<file path="src/rtl/cmp_pkg.sv">
package cmp_pkg;
  // Register indexes; byte address is four times the index
  localparam logic [7:0] IDX_CMP1_CTRL = 8'h9a;
  localparam logic [7:0] IDX_CMP0_CTRL = 8'h9b;
  localparam logic [7:0] IDX_CMP1_MODE = 8'h9c;
  localparam logic [7:0] IDX_CMP0_MODE = 8'h9d;
  localparam logic [7:0] IDX_IRQ_STAT  = 8'ha0;
  localparam logic [7:0] IDX_IRQ_MASK  = 8'ha1;
  // Bus address layout
  localparam int ADDR_W  = 10;
  localparam int IDX_LSB = 2;
  // Control register fields
  localparam int CTL_ON   = 7;
  localparam int CTL_OUT  = 6;
  localparam int CTL_RISE = 5;
  localparam int CTL_FALL = 4;
  localparam int CTL_HYP  = 2;
  localparam int CTL_HYN  = 0;
  // Mode register fields
  localparam int MD_RIE = 5;
  localparam int MD_FIE = 4;
  localparam int MD_SEL = 0;
  // Reset values
  localparam logic [7:0] CTRL_RST     = 8'h00;
  localparam logic [7:0] MODE_RST     = 8'h02;
  localparam logic [3:0] IRQ_STAT_RST = 4'h0;
  localparam logic [3:0] IRQ_MASK_RST = 4'h0;
  // Counts
  localparam int NUM_CMP = 2;
  localparam int NUM_EVT = 4;
  // Bus responses
  localparam logic [1:0] RESP_OKAY   = 2'h0;
  localparam logic [1:0] RESP_SLVERR = 2'h2;
  // Bus channel states
  typedef enum logic [1:0] {WS_IDLE = 2'b01, WS_RESP = 2'b10} wr_state_e;
  typedef enum logic [2:0] {RS_IDLE = 3'b001, RS_LOOK = 3'b010, RS_RESP = 3'b100} rd_state_e;
endpackage

</file>
<file path="src/rtl/cmp_evt_if.sv">
`timescale 1ns/1ps
interface cmp_evt_if;
  logic clr_rise;   // Software clears rise flag
  logic clr_fall;   // Software clears fall flag
  logic level;      // Synchronised output state
  logic rise_flag;  // Sticky rise flag
  logic fall_flag;  // Sticky fall flag
  logic rise_evt;   // Rise seen this cycle
  logic fall_evt;   // Fall seen this cycle
  modport unit (input clr_rise, clr_fall,
                output level, rise_flag, fall_flag, rise_evt, fall_evt);
  modport ctl  (output clr_rise, clr_fall,
                input level, rise_flag, fall_flag, rise_evt, fall_evt);
endinterface

</file>
<file path="src/rtl/cmp_ctrl_top.sv">
`timescale 1ns/1ps
module cmp_ctrl_top (
  input  wire logic                       i_sys_clk,    // 20 MHz system clock
  input  wire logic                       i_srst,       // Sync reset, high
  input  wire logic [1:0]                 i_cmp_raw,    // Analog outputs
  input  wire logic [cmp_pkg::ADDR_W-1:0] i_awaddr,     // Write address
  input  wire logic                       i_awvalid,    // Write addr valid
  output logic                            o_awready,    // Write addr ready
  input  wire logic [31:0]                i_wdata,      // Write data
  input  wire logic [3:0]                 i_wstrb,      // Byte strobes
  input  wire logic                       i_wvalid,     // Write data valid
  output logic                            o_wready,     // Write data ready
  output logic [1:0]                      o_bresp,      // Write response
  output logic                            o_bvalid,     // Response valid
  input  wire logic                       i_bready,     // Response ready
  input  wire logic [cmp_pkg::ADDR_W-1:0] i_araddr,     // Read address
  input  wire logic                       i_arvalid,    // Read addr valid
  output logic                            o_arready,    // Read addr ready
  output logic [31:0]                     o_rdata,      // Read data
  output logic [1:0]                      o_rresp,      // Read response
  output logic                            o_rvalid,     // Read data valid
  input  wire logic                       i_rready,     // Read data ready
  output logic [1:0]                      o_cmp_on,     // Analog enables
  output logic [1:0][1:0]                 o_pos_hyst,   // Positive hyst codes
  output logic [1:0][1:0]                 o_neg_hyst,   // Negative hyst codes
  output logic [1:0][1:0]                 o_speed_sel,  // Speed/power codes
  output logic [1:0]                      o_pin_out,    // Crossbar outputs
  output logic [1:0]                      o_cmp_irq,    // Per comparator irq
  output logic                            o_irq         // Masked status irq
);
  // Write channel state
  cmp_pkg::wr_state_e ws_r;    // Write state
  logic               aw_held_r;  // Address captured
  logic               w_held_r;   // Data captured
  logic [7:0]         wr_idx_r;   // Write index
  logic [7:0]         wr_dat_r;   // Write byte
  logic               wr_be_r;    // Low byte enabled
  logic               wr_go;      // Both halves held
  logic               wr_en;      // Register write strobe
  logic               wr_hit;     // Index is mapped
  // Read channel state
  cmp_pkg::rd_state_e rs_r;       // Read state
  logic [7:0]         rd_idx_r;   // Read index
  logic [7:0]         rd_val;     // Looked-up value
  logic               rd_hit;     // Index is mapped
  // Per comparator storage
  logic               on_r  [2];  // Enable bits
  logic [1:0]         hyp_r [2];  // Positive hysteresis
  logic [1:0]         hyn_r [2];  // Negative hysteresis
  logic               rie_r [2];  // Rise irq enable
  logic               fie_r [2];  // Fall irq enable
  logic [1:0]         md_r  [2];  // Speed select
  logic [7:0]         ctl_rd [2]; // Control readback
  logic [7:0]         md_rd  [2]; // Mode readback
  logic [1:0]         rflag;      // Rise flags
  logic [1:0]         fflag;      // Fall flags
  logic [1:0]         lvl;        // Synced levels
  wire  [3:0]         edge_evt;   // Event pulses
  logic [3:0]         irq_stat;   // Status readback
  logic [3:0]         irq_mask;   // Mask readback

  // Write takes address and data in either order
  always_ff @(posedge i_sys_clk)
  begin
    if (i_srst)
    begin
      ws_r      <= cmp_pkg::WS_IDLE;
      aw_held_r <= 1'b0;
      w_held_r  <= 1'b0;
      o_awready <= 1'b1;
      o_wready  <= 1'b1;
      o_bvalid  <= 1'b0;
      o_bresp   <= cmp_pkg::RESP_OKAY;
      wr_idx_r  <= 8'h00;
      wr_dat_r  <= 8'h00;
      wr_be_r   <= 1'b0;
    end
    else
    begin
      unique case (ws_r)
        cmp_pkg::WS_IDLE:
        begin
          // Capture address
          if (i_awvalid && o_awready)
          begin
            wr_idx_r  <= i_awaddr[cmp_pkg::ADDR_W-1:cmp_pkg::IDX_LSB];
            aw_held_r <= 1'b1;
            o_awready <= 1'b0;
          end
          // Capture data
          if (i_wvalid && o_wready)
          begin
            wr_dat_r <= i_wdata[7:0];
            wr_be_r  <= i_wstrb[0];
            w_held_r <= 1'b1;
            o_wready <= 1'b0;
          end
          // Perform write and answer
          if (wr_go)
          begin
            aw_held_r <= 1'b0;
            w_held_r  <= 1'b0;
            o_bvalid  <= 1'b1;
            o_bresp   <= wr_hit ? cmp_pkg::RESP_OKAY : cmp_pkg::RESP_SLVERR;
            ws_r      <= cmp_pkg::WS_RESP;
          end
        end
        cmp_pkg::WS_RESP:
        begin
          // Wait for response handshake
          if (i_bready)
          begin
            o_bvalid  <= 1'b0;
            o_awready <= 1'b1;
            o_wready  <= 1'b1;
            ws_r      <= cmp_pkg::WS_IDLE;
          end
        end
      endcase
    end
  end

  assign wr_go = aw_held_r & w_held_r & (ws_r == cmp_pkg::WS_IDLE);
  assign wr_en = wr_go & wr_be_r;

  // Decode of mapped write indexes
  always_comb
  begin
    unique case (wr_idx_r)
      cmp_pkg::IDX_CMP0_CTRL, cmp_pkg::IDX_CMP1_CTRL,
      cmp_pkg::IDX_CMP0_MODE, cmp_pkg::IDX_CMP1_MODE,
      cmp_pkg::IDX_IRQ_STAT,  cmp_pkg::IDX_IRQ_MASK: wr_hit = 1'b1;
      default:                                      wr_hit = 1'b0;
    endcase
  end

  // Read: take address, look up, answer
  always_ff @(posedge i_sys_clk)
  begin
    if (i_srst)
    begin
      rs_r      <= cmp_pkg::RS_IDLE;
      o_arready <= 1'b1;
      o_rvalid  <= 1'b0;
      o_rdata   <= 32'h0000_0000;
      o_rresp   <= cmp_pkg::RESP_OKAY;
      rd_idx_r  <= 8'h00;
    end
    else
    begin
      unique case (rs_r)
        cmp_pkg::RS_IDLE:
        begin
          if (i_arvalid)
          begin
            rd_idx_r  <= i_araddr[cmp_pkg::ADDR_W-1:cmp_pkg::IDX_LSB];
            o_arready <= 1'b0;
            rs_r      <= cmp_pkg::RS_LOOK;
          end
        end
        cmp_pkg::RS_LOOK:
        begin
          // Unmapped reads return zero with error
          o_rdata  <= {24'h00_0000, rd_val};
          o_rresp  <= rd_hit ? cmp_pkg::RESP_OKAY : cmp_pkg::RESP_SLVERR;
          o_rvalid <= 1'b1;
          rs_r     <= cmp_pkg::RS_RESP;
        end
        cmp_pkg::RS_RESP:
        begin
          if (i_rready)
          begin
            o_rvalid  <= 1'b0;
            o_arready <= 1'b1;
            rs_r      <= cmp_pkg::RS_IDLE;
          end
        end
      endcase
    end
  end

  // Read multiplexer
  always_comb
  begin
    rd_hit = 1'b1;
    unique case (rd_idx_r)
      cmp_pkg::IDX_CMP0_CTRL: rd_val = ctl_rd[0];
      cmp_pkg::IDX_CMP1_CTRL: rd_val = ctl_rd[1];
      cmp_pkg::IDX_CMP0_MODE: rd_val = md_rd[0];
      cmp_pkg::IDX_CMP1_MODE: rd_val = md_rd[1];
      cmp_pkg::IDX_IRQ_STAT:  rd_val = {4'h0, irq_stat};
      cmp_pkg::IDX_IRQ_MASK:  rd_val = {4'h0, irq_mask};
      default:
      begin
        rd_val = 8'h00;
        rd_hit = 1'b0;
      end
    endcase
  end

  // One slice per comparator
  for (genvar n = 0; n < cmp_pkg::NUM_CMP; n++)
  begin : g_cmp
    localparam logic [7:0] CI = (n == 0) ? cmp_pkg::IDX_CMP0_CTRL : cmp_pkg::IDX_CMP1_CTRL;
    localparam logic [7:0] MI = (n == 0) ? cmp_pkg::IDX_CMP0_MODE : cmp_pkg::IDX_CMP1_MODE;
    cmp_evt_if evt ();          // Link to edge unit
    logic      ctl_wr;          // Control write strobe
    logic      md_wr;           // Mode write strobe

    assign ctl_wr = wr_en && (wr_idx_r == CI);
    assign md_wr  = wr_en && (wr_idx_r == MI);

    // Writing zero to a flag clears it
    assign evt.clr_rise = ctl_wr & ~wr_dat_r[cmp_pkg::CTL_RISE];
    assign evt.clr_fall = ctl_wr & ~wr_dat_r[cmp_pkg::CTL_FALL];

    cmp_edge_unit u_edge (
      .i_sys_clk (i_sys_clk),
      .i_srst    (i_srst),
      .i_raw     (i_cmp_raw[n]),
      .evt       (evt.unit)
    );

    // Control register fields
    always_ff @(posedge i_sys_clk)
    begin
      if (i_srst)
      begin
        on_r[n]  <= cmp_pkg::CTRL_RST[cmp_pkg::CTL_ON];
        hyp_r[n] <= cmp_pkg::CTRL_RST[cmp_pkg::CTL_HYP +: 2];
        hyn_r[n] <= cmp_pkg::CTRL_RST[cmp_pkg::CTL_HYN +: 2];
      end
      else if (ctl_wr)
      begin
        on_r[n]  <= wr_dat_r[cmp_pkg::CTL_ON];
        hyp_r[n] <= wr_dat_r[cmp_pkg::CTL_HYP +: 2];
        hyn_r[n] <= wr_dat_r[cmp_pkg::CTL_HYN +: 2];
      end
    end

    // Mode register; unused pairs never stored
    always_ff @(posedge i_sys_clk)
    begin
      if (i_srst)
      begin
        rie_r[n] <= cmp_pkg::MODE_RST[cmp_pkg::MD_RIE];
        fie_r[n] <= cmp_pkg::MODE_RST[cmp_pkg::MD_FIE];
        md_r[n]  <= cmp_pkg::MODE_RST[cmp_pkg::MD_SEL +: 2];
      end
      else if (md_wr)
      begin
        rie_r[n] <= wr_dat_r[cmp_pkg::MD_RIE];
        fie_r[n] <= wr_dat_r[cmp_pkg::MD_FIE];
        md_r[n]  <= wr_dat_r[cmp_pkg::MD_SEL +: 2];
      end
    end

    // Readback; output state bit is read only
    always_comb
    begin
      ctl_rd[n] = 8'h00;
      ctl_rd[n][cmp_pkg::CTL_ON]         = on_r[n];
      ctl_rd[n][cmp_pkg::CTL_OUT]        = evt.level;
      ctl_rd[n][cmp_pkg::CTL_RISE]       = evt.rise_flag;
      ctl_rd[n][cmp_pkg::CTL_FALL]       = evt.fall_flag;
      ctl_rd[n][cmp_pkg::CTL_HYP +: 2]   = hyp_r[n];
      ctl_rd[n][cmp_pkg::CTL_HYN +: 2]   = hyn_r[n];
      md_rd[n] = 8'h00;
      md_rd[n][cmp_pkg::MD_RIE]          = rie_r[n];
      md_rd[n][cmp_pkg::MD_FIE]          = fie_r[n];
      md_rd[n][cmp_pkg::MD_SEL +: 2]     = md_r[n];
    end

    // Gated edge interrupt and pin output
    always_ff @(posedge i_sys_clk)
    begin
      if (i_srst)
      begin
        o_cmp_irq[n] <= 1'b0;
        o_pin_out[n] <= 1'b0;
      end
      else
      begin
        o_cmp_irq[n] <= (evt.rise_flag & rie_r[n]) | (evt.fall_flag & fie_r[n]);
        o_pin_out[n] <= on_r[n] & evt.level;
      end
    end

    assign rflag[n]            = evt.rise_flag;
    assign fflag[n]            = evt.fall_flag;
    assign lvl[n]              = evt.level;
    assign edge_evt[2*n]       = evt.rise_evt;
    assign edge_evt[2*n+1]     = evt.fall_evt;
    assign o_cmp_on[n]         = on_r[n];
    assign o_pos_hyst[n]       = hyp_r[n];
    assign o_neg_hyst[n]       = hyn_r[n];
    assign o_speed_sel[n]      = md_r[n];
  end

  irq_status_unit u_irq (
    .i_sys_clk  (i_sys_clk),
    .i_srst     (i_srst),
    .i_evt      (edge_evt),
    .i_w1c_stb  (wr_en && (wr_idx_r == cmp_pkg::IDX_IRQ_STAT)),
    .i_mask_stb (wr_en && (wr_idx_r == cmp_pkg::IDX_IRQ_MASK)),
    .i_wdata    (wr_dat_r[3:0]),
    .o_stat     (irq_stat),
    .o_mask     (irq_mask),
    .o_irq      (o_irq)
  );

  property p_rise_gate0;
    @(posedge i_sys_clk) disable iff (i_srst) o_cmp_irq[0] |-> $past(rflag[0] & rie_r[0]) ||
      $past(fflag[0] & fie_r[0]);
  endproperty
  a_rise_gate0: assert property (p_rise_gate0) else $error("cmp0 irq without cause");
  property p_fall_gate0;
    @(posedge i_sys_clk) disable iff (i_srst) (fflag[0] && fie_r[0]) |=> o_cmp_irq[0];
  endproperty
  a_fall_gate0: assert property (p_fall_gate0) else $error("cmp0 fall irq missing");
  property p_gate1;
    @(posedge i_sys_clk) disable iff (i_srst) (!rie_r[1] && !fie_r[1]) |=> !o_cmp_irq[1];
  endproperty
  a_gate1: assert property (p_gate1) else $error("cmp1 irq while disabled");
  property p_irq_or;
    @(posedge i_sys_clk) disable iff (i_srst)
      (rflag[1] && rie_r[1]) |=> o_cmp_irq[1];
  endproperty
  a_irq_or: assert property (p_irq_or) else $error("cmp1 rise irq missing");
  property p_pin_low;
    @(posedge i_sys_clk) disable iff (i_srst) !on_r[1] |=> !o_pin_out[1];
  endproperty
  a_pin_low: assert property (p_pin_low) else $error("pin driven while off");
  property p_unused_zero;
    @(posedge i_sys_clk) disable iff (i_srst)
      (o_rvalid && rd_idx_r == cmp_pkg::IDX_CMP1_MODE) |-> (o_rdata[7:6] == 2'b00 &&
      o_rdata[3:2] == 2'b00);
  endproperty
  a_unused_zero: assert property (p_unused_zero) else $error("unused bits not zero");
  property p_out_bit;
    @(posedge i_sys_clk) disable iff (i_srst)
      ($rose(o_rvalid) && rd_idx_r == cmp_pkg::IDX_CMP1_CTRL) |-> o_rdata[6] == $past(lvl[1]);
  endproperty
  a_out_bit: assert property (p_out_bit) else $error("result bit mismatch");
  property p_on_reset;
    @(posedge i_sys_clk) $past(i_srst) |-> !o_cmp_on[0] && !o_cmp_on[1];
  endproperty
  a_on_reset: assert property (p_on_reset) else $error("enable not cleared");
  property p_speed_wr;
    @(posedge i_sys_clk) disable iff (i_srst)
      (wr_en && wr_idx_r == cmp_pkg::IDX_CMP1_MODE) |=> o_speed_sel[1] == $past(wr_dat_r[1:0]);
  endproperty
  a_speed_wr: assert property (p_speed_wr) else $error("speed select not written");
endmodule  // cmp_ctrl_top

</file>
<file path="src/rtl/cmp_edge_unit.sv">
`timescale 1ns/1ps
module cmp_edge_unit (
  input  wire logic i_sys_clk,  // System clock
  input  wire logic i_srst,     // Sync reset
  input  wire logic i_raw,      // Analog comparator output
  cmp_evt_if.unit   evt         // Flags toward registers
);
  logic sync1_r;  // First sync stage
  logic sync2_r;  // Second sync stage
  logic prev_r;   // Last synced value
  logic rise_r;   // Rise flag
  logic fall_r;   // Fall flag

  // Two-stage synchroniser and history
  always_ff @(posedge i_sys_clk)
  begin
    if (i_srst)
    begin
      sync1_r <= 1'b0;
      sync2_r <= 1'b0;
      prev_r  <= 1'b0;
    end
    else
    begin
      sync1_r <= i_raw;
      sync2_r <= sync1_r;
      prev_r  <= sync2_r;
    end
  end

  assign evt.level    = sync2_r;
  assign evt.rise_evt = sync2_r & ~prev_r;
  assign evt.fall_evt = ~sync2_r & prev_r;

  // Sticky flags; a new edge beats a clear
  always_ff @(posedge i_sys_clk)
  begin
    if (i_srst)
    begin
      rise_r <= 1'b0;
      fall_r <= 1'b0;
    end
    else
    begin
      rise_r <= evt.rise_evt | (rise_r & ~evt.clr_rise);
      fall_r <= evt.fall_evt | (fall_r & ~evt.clr_fall);
    end
  end

  assign evt.rise_flag = rise_r;
  assign evt.fall_flag = fall_r;

  property p_rise_set;
    @(posedge i_sys_clk) disable iff (i_srst) $rose(sync2_r) |=> rise_r;
  endproperty
  a_rise_set: assert property (p_rise_set) else $error("rise flag not set");
  property p_fall_hold;
    @(posedge i_sys_clk) disable iff (i_srst) (fall_r && !evt.clr_fall) |=> fall_r;
  endproperty
  a_fall_hold: assert property (p_fall_hold) else $error("fall flag lost");
  property p_sync_lat;
    @(posedge i_sys_clk) disable iff (i_srst) $rose(sync1_r) |=> sync2_r ##1 rise_r;
  endproperty
  a_sync_lat: assert property (p_sync_lat) else $error("edge latency wrong");
endmodule  // cmp_edge_unit

</file>
<file path="src/rtl/irq_status_unit.sv">
`timescale 1ns/1ps
module irq_status_unit (
  input  wire logic       i_sys_clk,  // System clock
  input  wire logic       i_srst,     // Sync reset
  input  wire logic [3:0] i_evt,      // Edge event pulses
  input  wire logic       i_w1c_stb,  // Status write
  input  wire logic       i_mask_stb, // Mask write
  input  wire logic [3:0] i_wdata,    // Write data
  output logic      [3:0] o_stat,     // Sticky status
  output logic      [3:0] o_mask,     // Mask register
  output logic            o_irq       // Level interrupt
);
  logic [3:0] stat_nxt;  // Next status

  // Set wins over a write-one clear
  always_comb
  begin
    stat_nxt = o_stat & ~({4{i_w1c_stb}} & i_wdata);
    stat_nxt = stat_nxt | i_evt;
  end

  // Status register
  always_ff @(posedge i_sys_clk)
  begin
    if (i_srst)
      o_stat <= cmp_pkg::IRQ_STAT_RST;
    else
      o_stat <= stat_nxt;
  end

  // Mask register
  always_ff @(posedge i_sys_clk)
  begin
    if (i_srst)
      o_mask <= cmp_pkg::IRQ_MASK_RST;
    else if (i_mask_stb)
      o_mask <= i_wdata;
  end

  // Interrupt output
  always_ff @(posedge i_sys_clk)
  begin
    if (i_srst)
      o_irq <= 1'b0;
    else
      o_irq <= |(o_stat & o_mask);
  end

  property p_stat_sticky;
    @(posedge i_sys_clk) disable iff (i_srst) (|i_evt) |=> ((o_stat & $past(i_evt)) != 4'h0);
  endproperty
  a_stat_sticky: assert property (p_stat_sticky) else $error("status event lost");
endmodule  // irq_status_unit

</file>
<file path="config.mk">
export PLATFORM = sky130hd
export DESIGN_NAME = cmp_ctrl_top
export DESIGN_NICKNAME = d
export VERILOG_FILES = /design/src/rtl/cmp_pkg.sv /design/src/rtl/cmp_evt_if.sv /design/src/rtl/cmp_ctrl_top.sv /design/src/rtl/cmp_edge_unit.sv /design/src/rtl/irq_status_unit.sv
export SDC_FILE = /design/constraint.sdc
export NUM_CORES = 1
export LEC_CHECK = 0
export BUFFER_PORTS_ARGS = -buffer_cell sky130_fd_sc_hd__buf_2
export CORE_MARGIN = 3
export CORE_UTILIZATION = 46
export DETAILED_ROUTE_END_ITERATION = 8
export PLACE_DENSITY = 0.77
export SETUP_SLACK_MARGIN = 0.02
export SLEW_MARGIN = 20
export SYNTH_ARGS = -nofsm -noshare
export SYNTH_HDL_FRONTEND = slang
export SYNTH_SLANG_ARGS = --single-unit
export TNS_END_PERCENT = 10
</file>
<file path="constraint.sdc">
create_clock -name i_sys_clk -period 1.6 [get_ports i_sys_clk]
set_input_delay 0.48 -clock i_sys_clk [delete_from_list [all_inputs] [get_ports i_sys_clk]]
set_output_delay 0.48 -clock i_sys_clk [all_outputs]
set_load 0.05 [all_outputs]
</file>
==> results <==
- The run finished with clean final reports.
- The most common cell after layout, fill and taps aside is sky130_fd_sc_hd__buf_2.
- The shortest period the worst path allows is 1.56 ns.
- The setup TNS is 0 ns.
- For the worst setup path, the data required time is 1.89 ns.
- The number of buffers inserted during clock tree synthesis is 9.
- After detailed placement, the total cell area comes to 4230 sq um.
- The number of pins exceeding their max-slew limit in the final report is 0.
- Global routing consumed, on the met1 layer, 21.5% of the routing resources.
- The number of global-route vias before repair is 3000.
- The most frequently used flop master after synthesis is sky130_fd_sc_hd__dfxtp_1.
- The total number of H-tree levels is 3.
- The post-route netlist has 26.2% of its cells at a drive strength greater than 1.
- The count of antenna-violating nets left after detailed routing is 0.
- The combinational cell fraction of total power is 16.8%.
- Dividing the detail-routed via count by the number of cells gives 5.22.
- The initial core utilization is 48.2%.
- The first routing iteration left 127 violations.
- The final period utilization is 97.4%.
- The die is 96.9 microns wide.
- Global routing used 18.0% of the available tracks across all layers.
- The total overflow left after global routing is 0.
- The cell internal power dissipation is 3.38 mW.
- Setup repair after global routing could not meet its margin everywhere.
- After legalization and detailed placement, the total HPWL measured 6410 microns.
- The number of antenna violations at the first check in global routing is 0.
- The later pin in the worst-skew pair is clocked with a latency of 0.35 ns.
- The capturing element type of the critical path is a flop.
- The number of antenna cells inserted is 0.
- The part of the Yosys area used for sequential elements is 50.0%.
- The post-synthesis cell type count is 54.
- TritonCTS built the clock tree.
- Measured along the y axis, the die boundary spans 96.9 microns.
- Setup violations remaining at the end of the flow were counted as 0.
- Global routing consumed, on the met2 layer, 31.0% of the routing resources.
- The routed length per instance is 14.2 microns.
- The die outline area is 9390 sq um.
- Summed over all cells, the static leakage comes to 1.74 nW.
- The relative contribution of sequential cells to total power is 51.1%.
- The number of clock sinks is 86.
- In this run the standard cell core region covers 7890 sq um.
- Clock-pin slew was measured on the worst setup and hold paths at 0.09 ns.
- For this design, the CTS-stage hold fixing added 0 buffers.
- The critical path launch point type is a flop.
- Counting flops and latches in the post-synthesis netlist gives 86.
- The total of buffers placed on input and output ports is 66.
- The setup slack after placement is -0.0347 ns.
- The post-route DRC violation count is 0.
- The final standard cell utilization of the core is 57.0%.
- The net count of the finished layout is 548.
- The highest attainable clock frequency is 0.642 GHz.
- Net switching is 29.6% of the power.
- The number of cells after detailed placement is 571.
- The wire length of the first global-routing pass is 13900 microns.
- Of the total power, the clock network draws 32.1%.
- Routability-driven placement finished with a final weighted congestion of 0.823.
- The tightest min-delay check is of the in2reg type.
- After detailed routing, the total wire length is 8360 microns.
- For the final database, setup skew stands at 0.00808 ns.
- The finished layout holds 590 standard cells, fillers aside.
- For this run, the number of Yosys warnings is 0.
- The net switching power figure is 1.42 mW.
- The total number of vias is 3081.
- The arrival time at the worst endpoint is 1.85 ns.
- The synthesis-to-layout area growth is 18.4%.
- Total power for the finished layout comes to 4.80 mW.
- Entering global routing, the biggest net connects 29 pins.
- The worst setup path is of the reg2reg kind.
- In this run the worst path has a maximum fanout of 5.
- The floorplan has 32 rows.
- After synthesis, the share of flip-flops with an asynchronous set or reset is 0%.
- The met3 capacity usage during global routing is 5.48%.
- The power density over the cells is 1070 nW/um^2.
- In this run the clock root is driven by a sky130_fd_sc_hd__clkbuf_8.
- The final number of hold-violating endpoints is 0.
- Leaving out fill and tap cells, the most frequent cells in the layout are 66 x sky130_fd_sc_hd__buf_2, 65 x sky130_fd_sc_hd__dfxtp_1, 64 x sky130_fd_sc_hd__nand2_1.
- The worst-case IR drop observed on VDD is 0.568 mV.
- Once routing completed, OpenROAD measured the worst setup slack at 0.0420 ns.
- The number of detailed-route iterations in the first pass is 4.
- The post-synthesis cell area is 3800 sq um.
- 125 I/O pins were placed.
- The synthesized design contains 18 enable-type register cells.
- Hold timing on the final database bottoms out at a slack of 0.331 ns.
- The maximum buffer depth of the clock tree is 2.
- The most congested layer reported by global routing is met2.
- The instance count of the mapped netlist is 409.
- The mean post-synth cell area is 9.29 sq um.
- Across the run, the number of max-cap violations was 0.
- Summing all non-filler instances in the final layout gives an area of 4500 sq um.
[power by group through the flow]
stage	clock [mW]	sequential (mW)	combinational, mW
global route	1.67	2.48	0.881
floorplan	0	2.59	0.561
CTS	1.57	2.45	0.805
detailed placement	0	2.50	0.801
finish	1.54	2.45	0.806
global placement	0	2.49	0.784
[timing repair]
item / in CTS / in global routing
buffers inserted: 1 / 2
setup endpoints to repair: 12 / 23
resized for setup: 3 / 10
pin swaps: 2 / 6
[cells by family (layout without fill, tap and decap cells)]
kind of cell / Yosys count / in the layout / share of synthesized area [%]
buf+inv: 56 / 110 / 8.53
compound gates: 90 / 90 / 14.8
mux: 16 / 16 / 4.48
other cells: 1 / 26 / 0.0987
simple gates: 160 / 160 / 22.1
flops: 86 / 86 / 50.0
[synth_stat cells, types with 3 or more instances]
library cell	n	area (sq um)
sky130_fd_sc_hd__dfxtp_1	68	1360
sky130_fd_sc_hd__o21bai_1	5	37.5
sky130_fd_sc_hd__and3_1	3	18.8
sky130_fd_sc_hd__nor2b_1	8	50.1
sky130_fd_sc_hd__a22oi_1	5	37.5
sky130_fd_sc_hd__nand2_1	64	240
sky130_fd_sc_hd__inv_1	9	33.8
sky130_fd_sc_hd__a21oi_1	47	235
sky130_fd_sc_hd__nand3_1	9	45.0
sky130_fd_sc_hd__mux2_2	4	45.0
sky130_fd_sc_hd__nand2b_1	9	56.3
sky130_fd_sc_hd__o21a_1	4	30.0
sky130_fd_sc_hd__clkbuf_1	12	45.0
sky130_fd_sc_hd__nor3_1	14	70.1
sky130_fd_sc_hd__nor4_1	6	37.5
sky130_fd_sc_hd__mux2i_1	8	80.1
sky130_fd_sc_hd__buf_2	4	20.0
sky130_fd_sc_hd__o31ai_1	8	60.1
sky130_fd_sc_hd__o21ai_1	6	30.0
sky130_fd_sc_hd__and2_1	7	43.8
sky130_fd_sc_hd__a211oi_1	3	22.5
sky130_fd_sc_hd__buf_4	29	218
sky130_fd_sc_hd__nor2_1	18	67.6
sky130_fd_sc_hd__mux2_1	4	45.0
sky130_fd_sc_hd__edfxtp_1	18	541
[registers in the layout (all words and copies together) (netlist names), 3 cells and up]
| signal | count |
|---|---|
| o_rdata | 8 |
| rd_idx_r | 8 |
| wr_idx_r | 8 |
| wr_dat_r | 7 |
| hyn_r | 4 |
| hyp_r | 4 |
| md_r | 4 |
| u_irq.o_mask | 4 |
| u_irq.o_stat | 4 |
| rs_r | 3 |
[final timing paths]
check	from	end	slack, ns	cells after the start
setup / recovery	rd_idx_r[3]	o_rdata[5]	0.04	4
setup reg to reg	rd_idx_r[3]	o_rdata[5]	0.04	4
hold reg to reg	g_cmp[1].u_edge.sync1_r	g_cmp[1].u_edge.evt.level	0.45	1
hold / removal	i_wvalid	o_wready	0.33	2
[routing by layer]
| layer | wire length, microns | part of all wire [%] |
|---|---|---|
| met1 | 3570 | 43 |
| met2 | 4200 | 50 |
| met3 | 476 | 5.7 |
| met4 | 104 | 1.2 |
| met5 | 0 | 0 |
[layout make-up]
class,count,area (sq um)
inverter,9,33.8
clock inverter,3,41.3
sequential,86,1910
tap,102,128
multi-input combinational,292,1750
clock buffer,13,159
fill,719,3390
timing repair buffer,85,480
[critical path, cell delays in order (launching register included)]
cell and delay, ns:
sky130_fd_sc_hd__dfxtp_2 0.34, sky130_fd_sc_hd__or4b_4 0.60, sky130_fd_sc_hd__a21oi_4 0.24, sky130_fd_sc_hd__o2111ai_1 0.15, sky130_fd_sc_hd__a21oi_1 0.16
(Power assumes the default switching activity.)
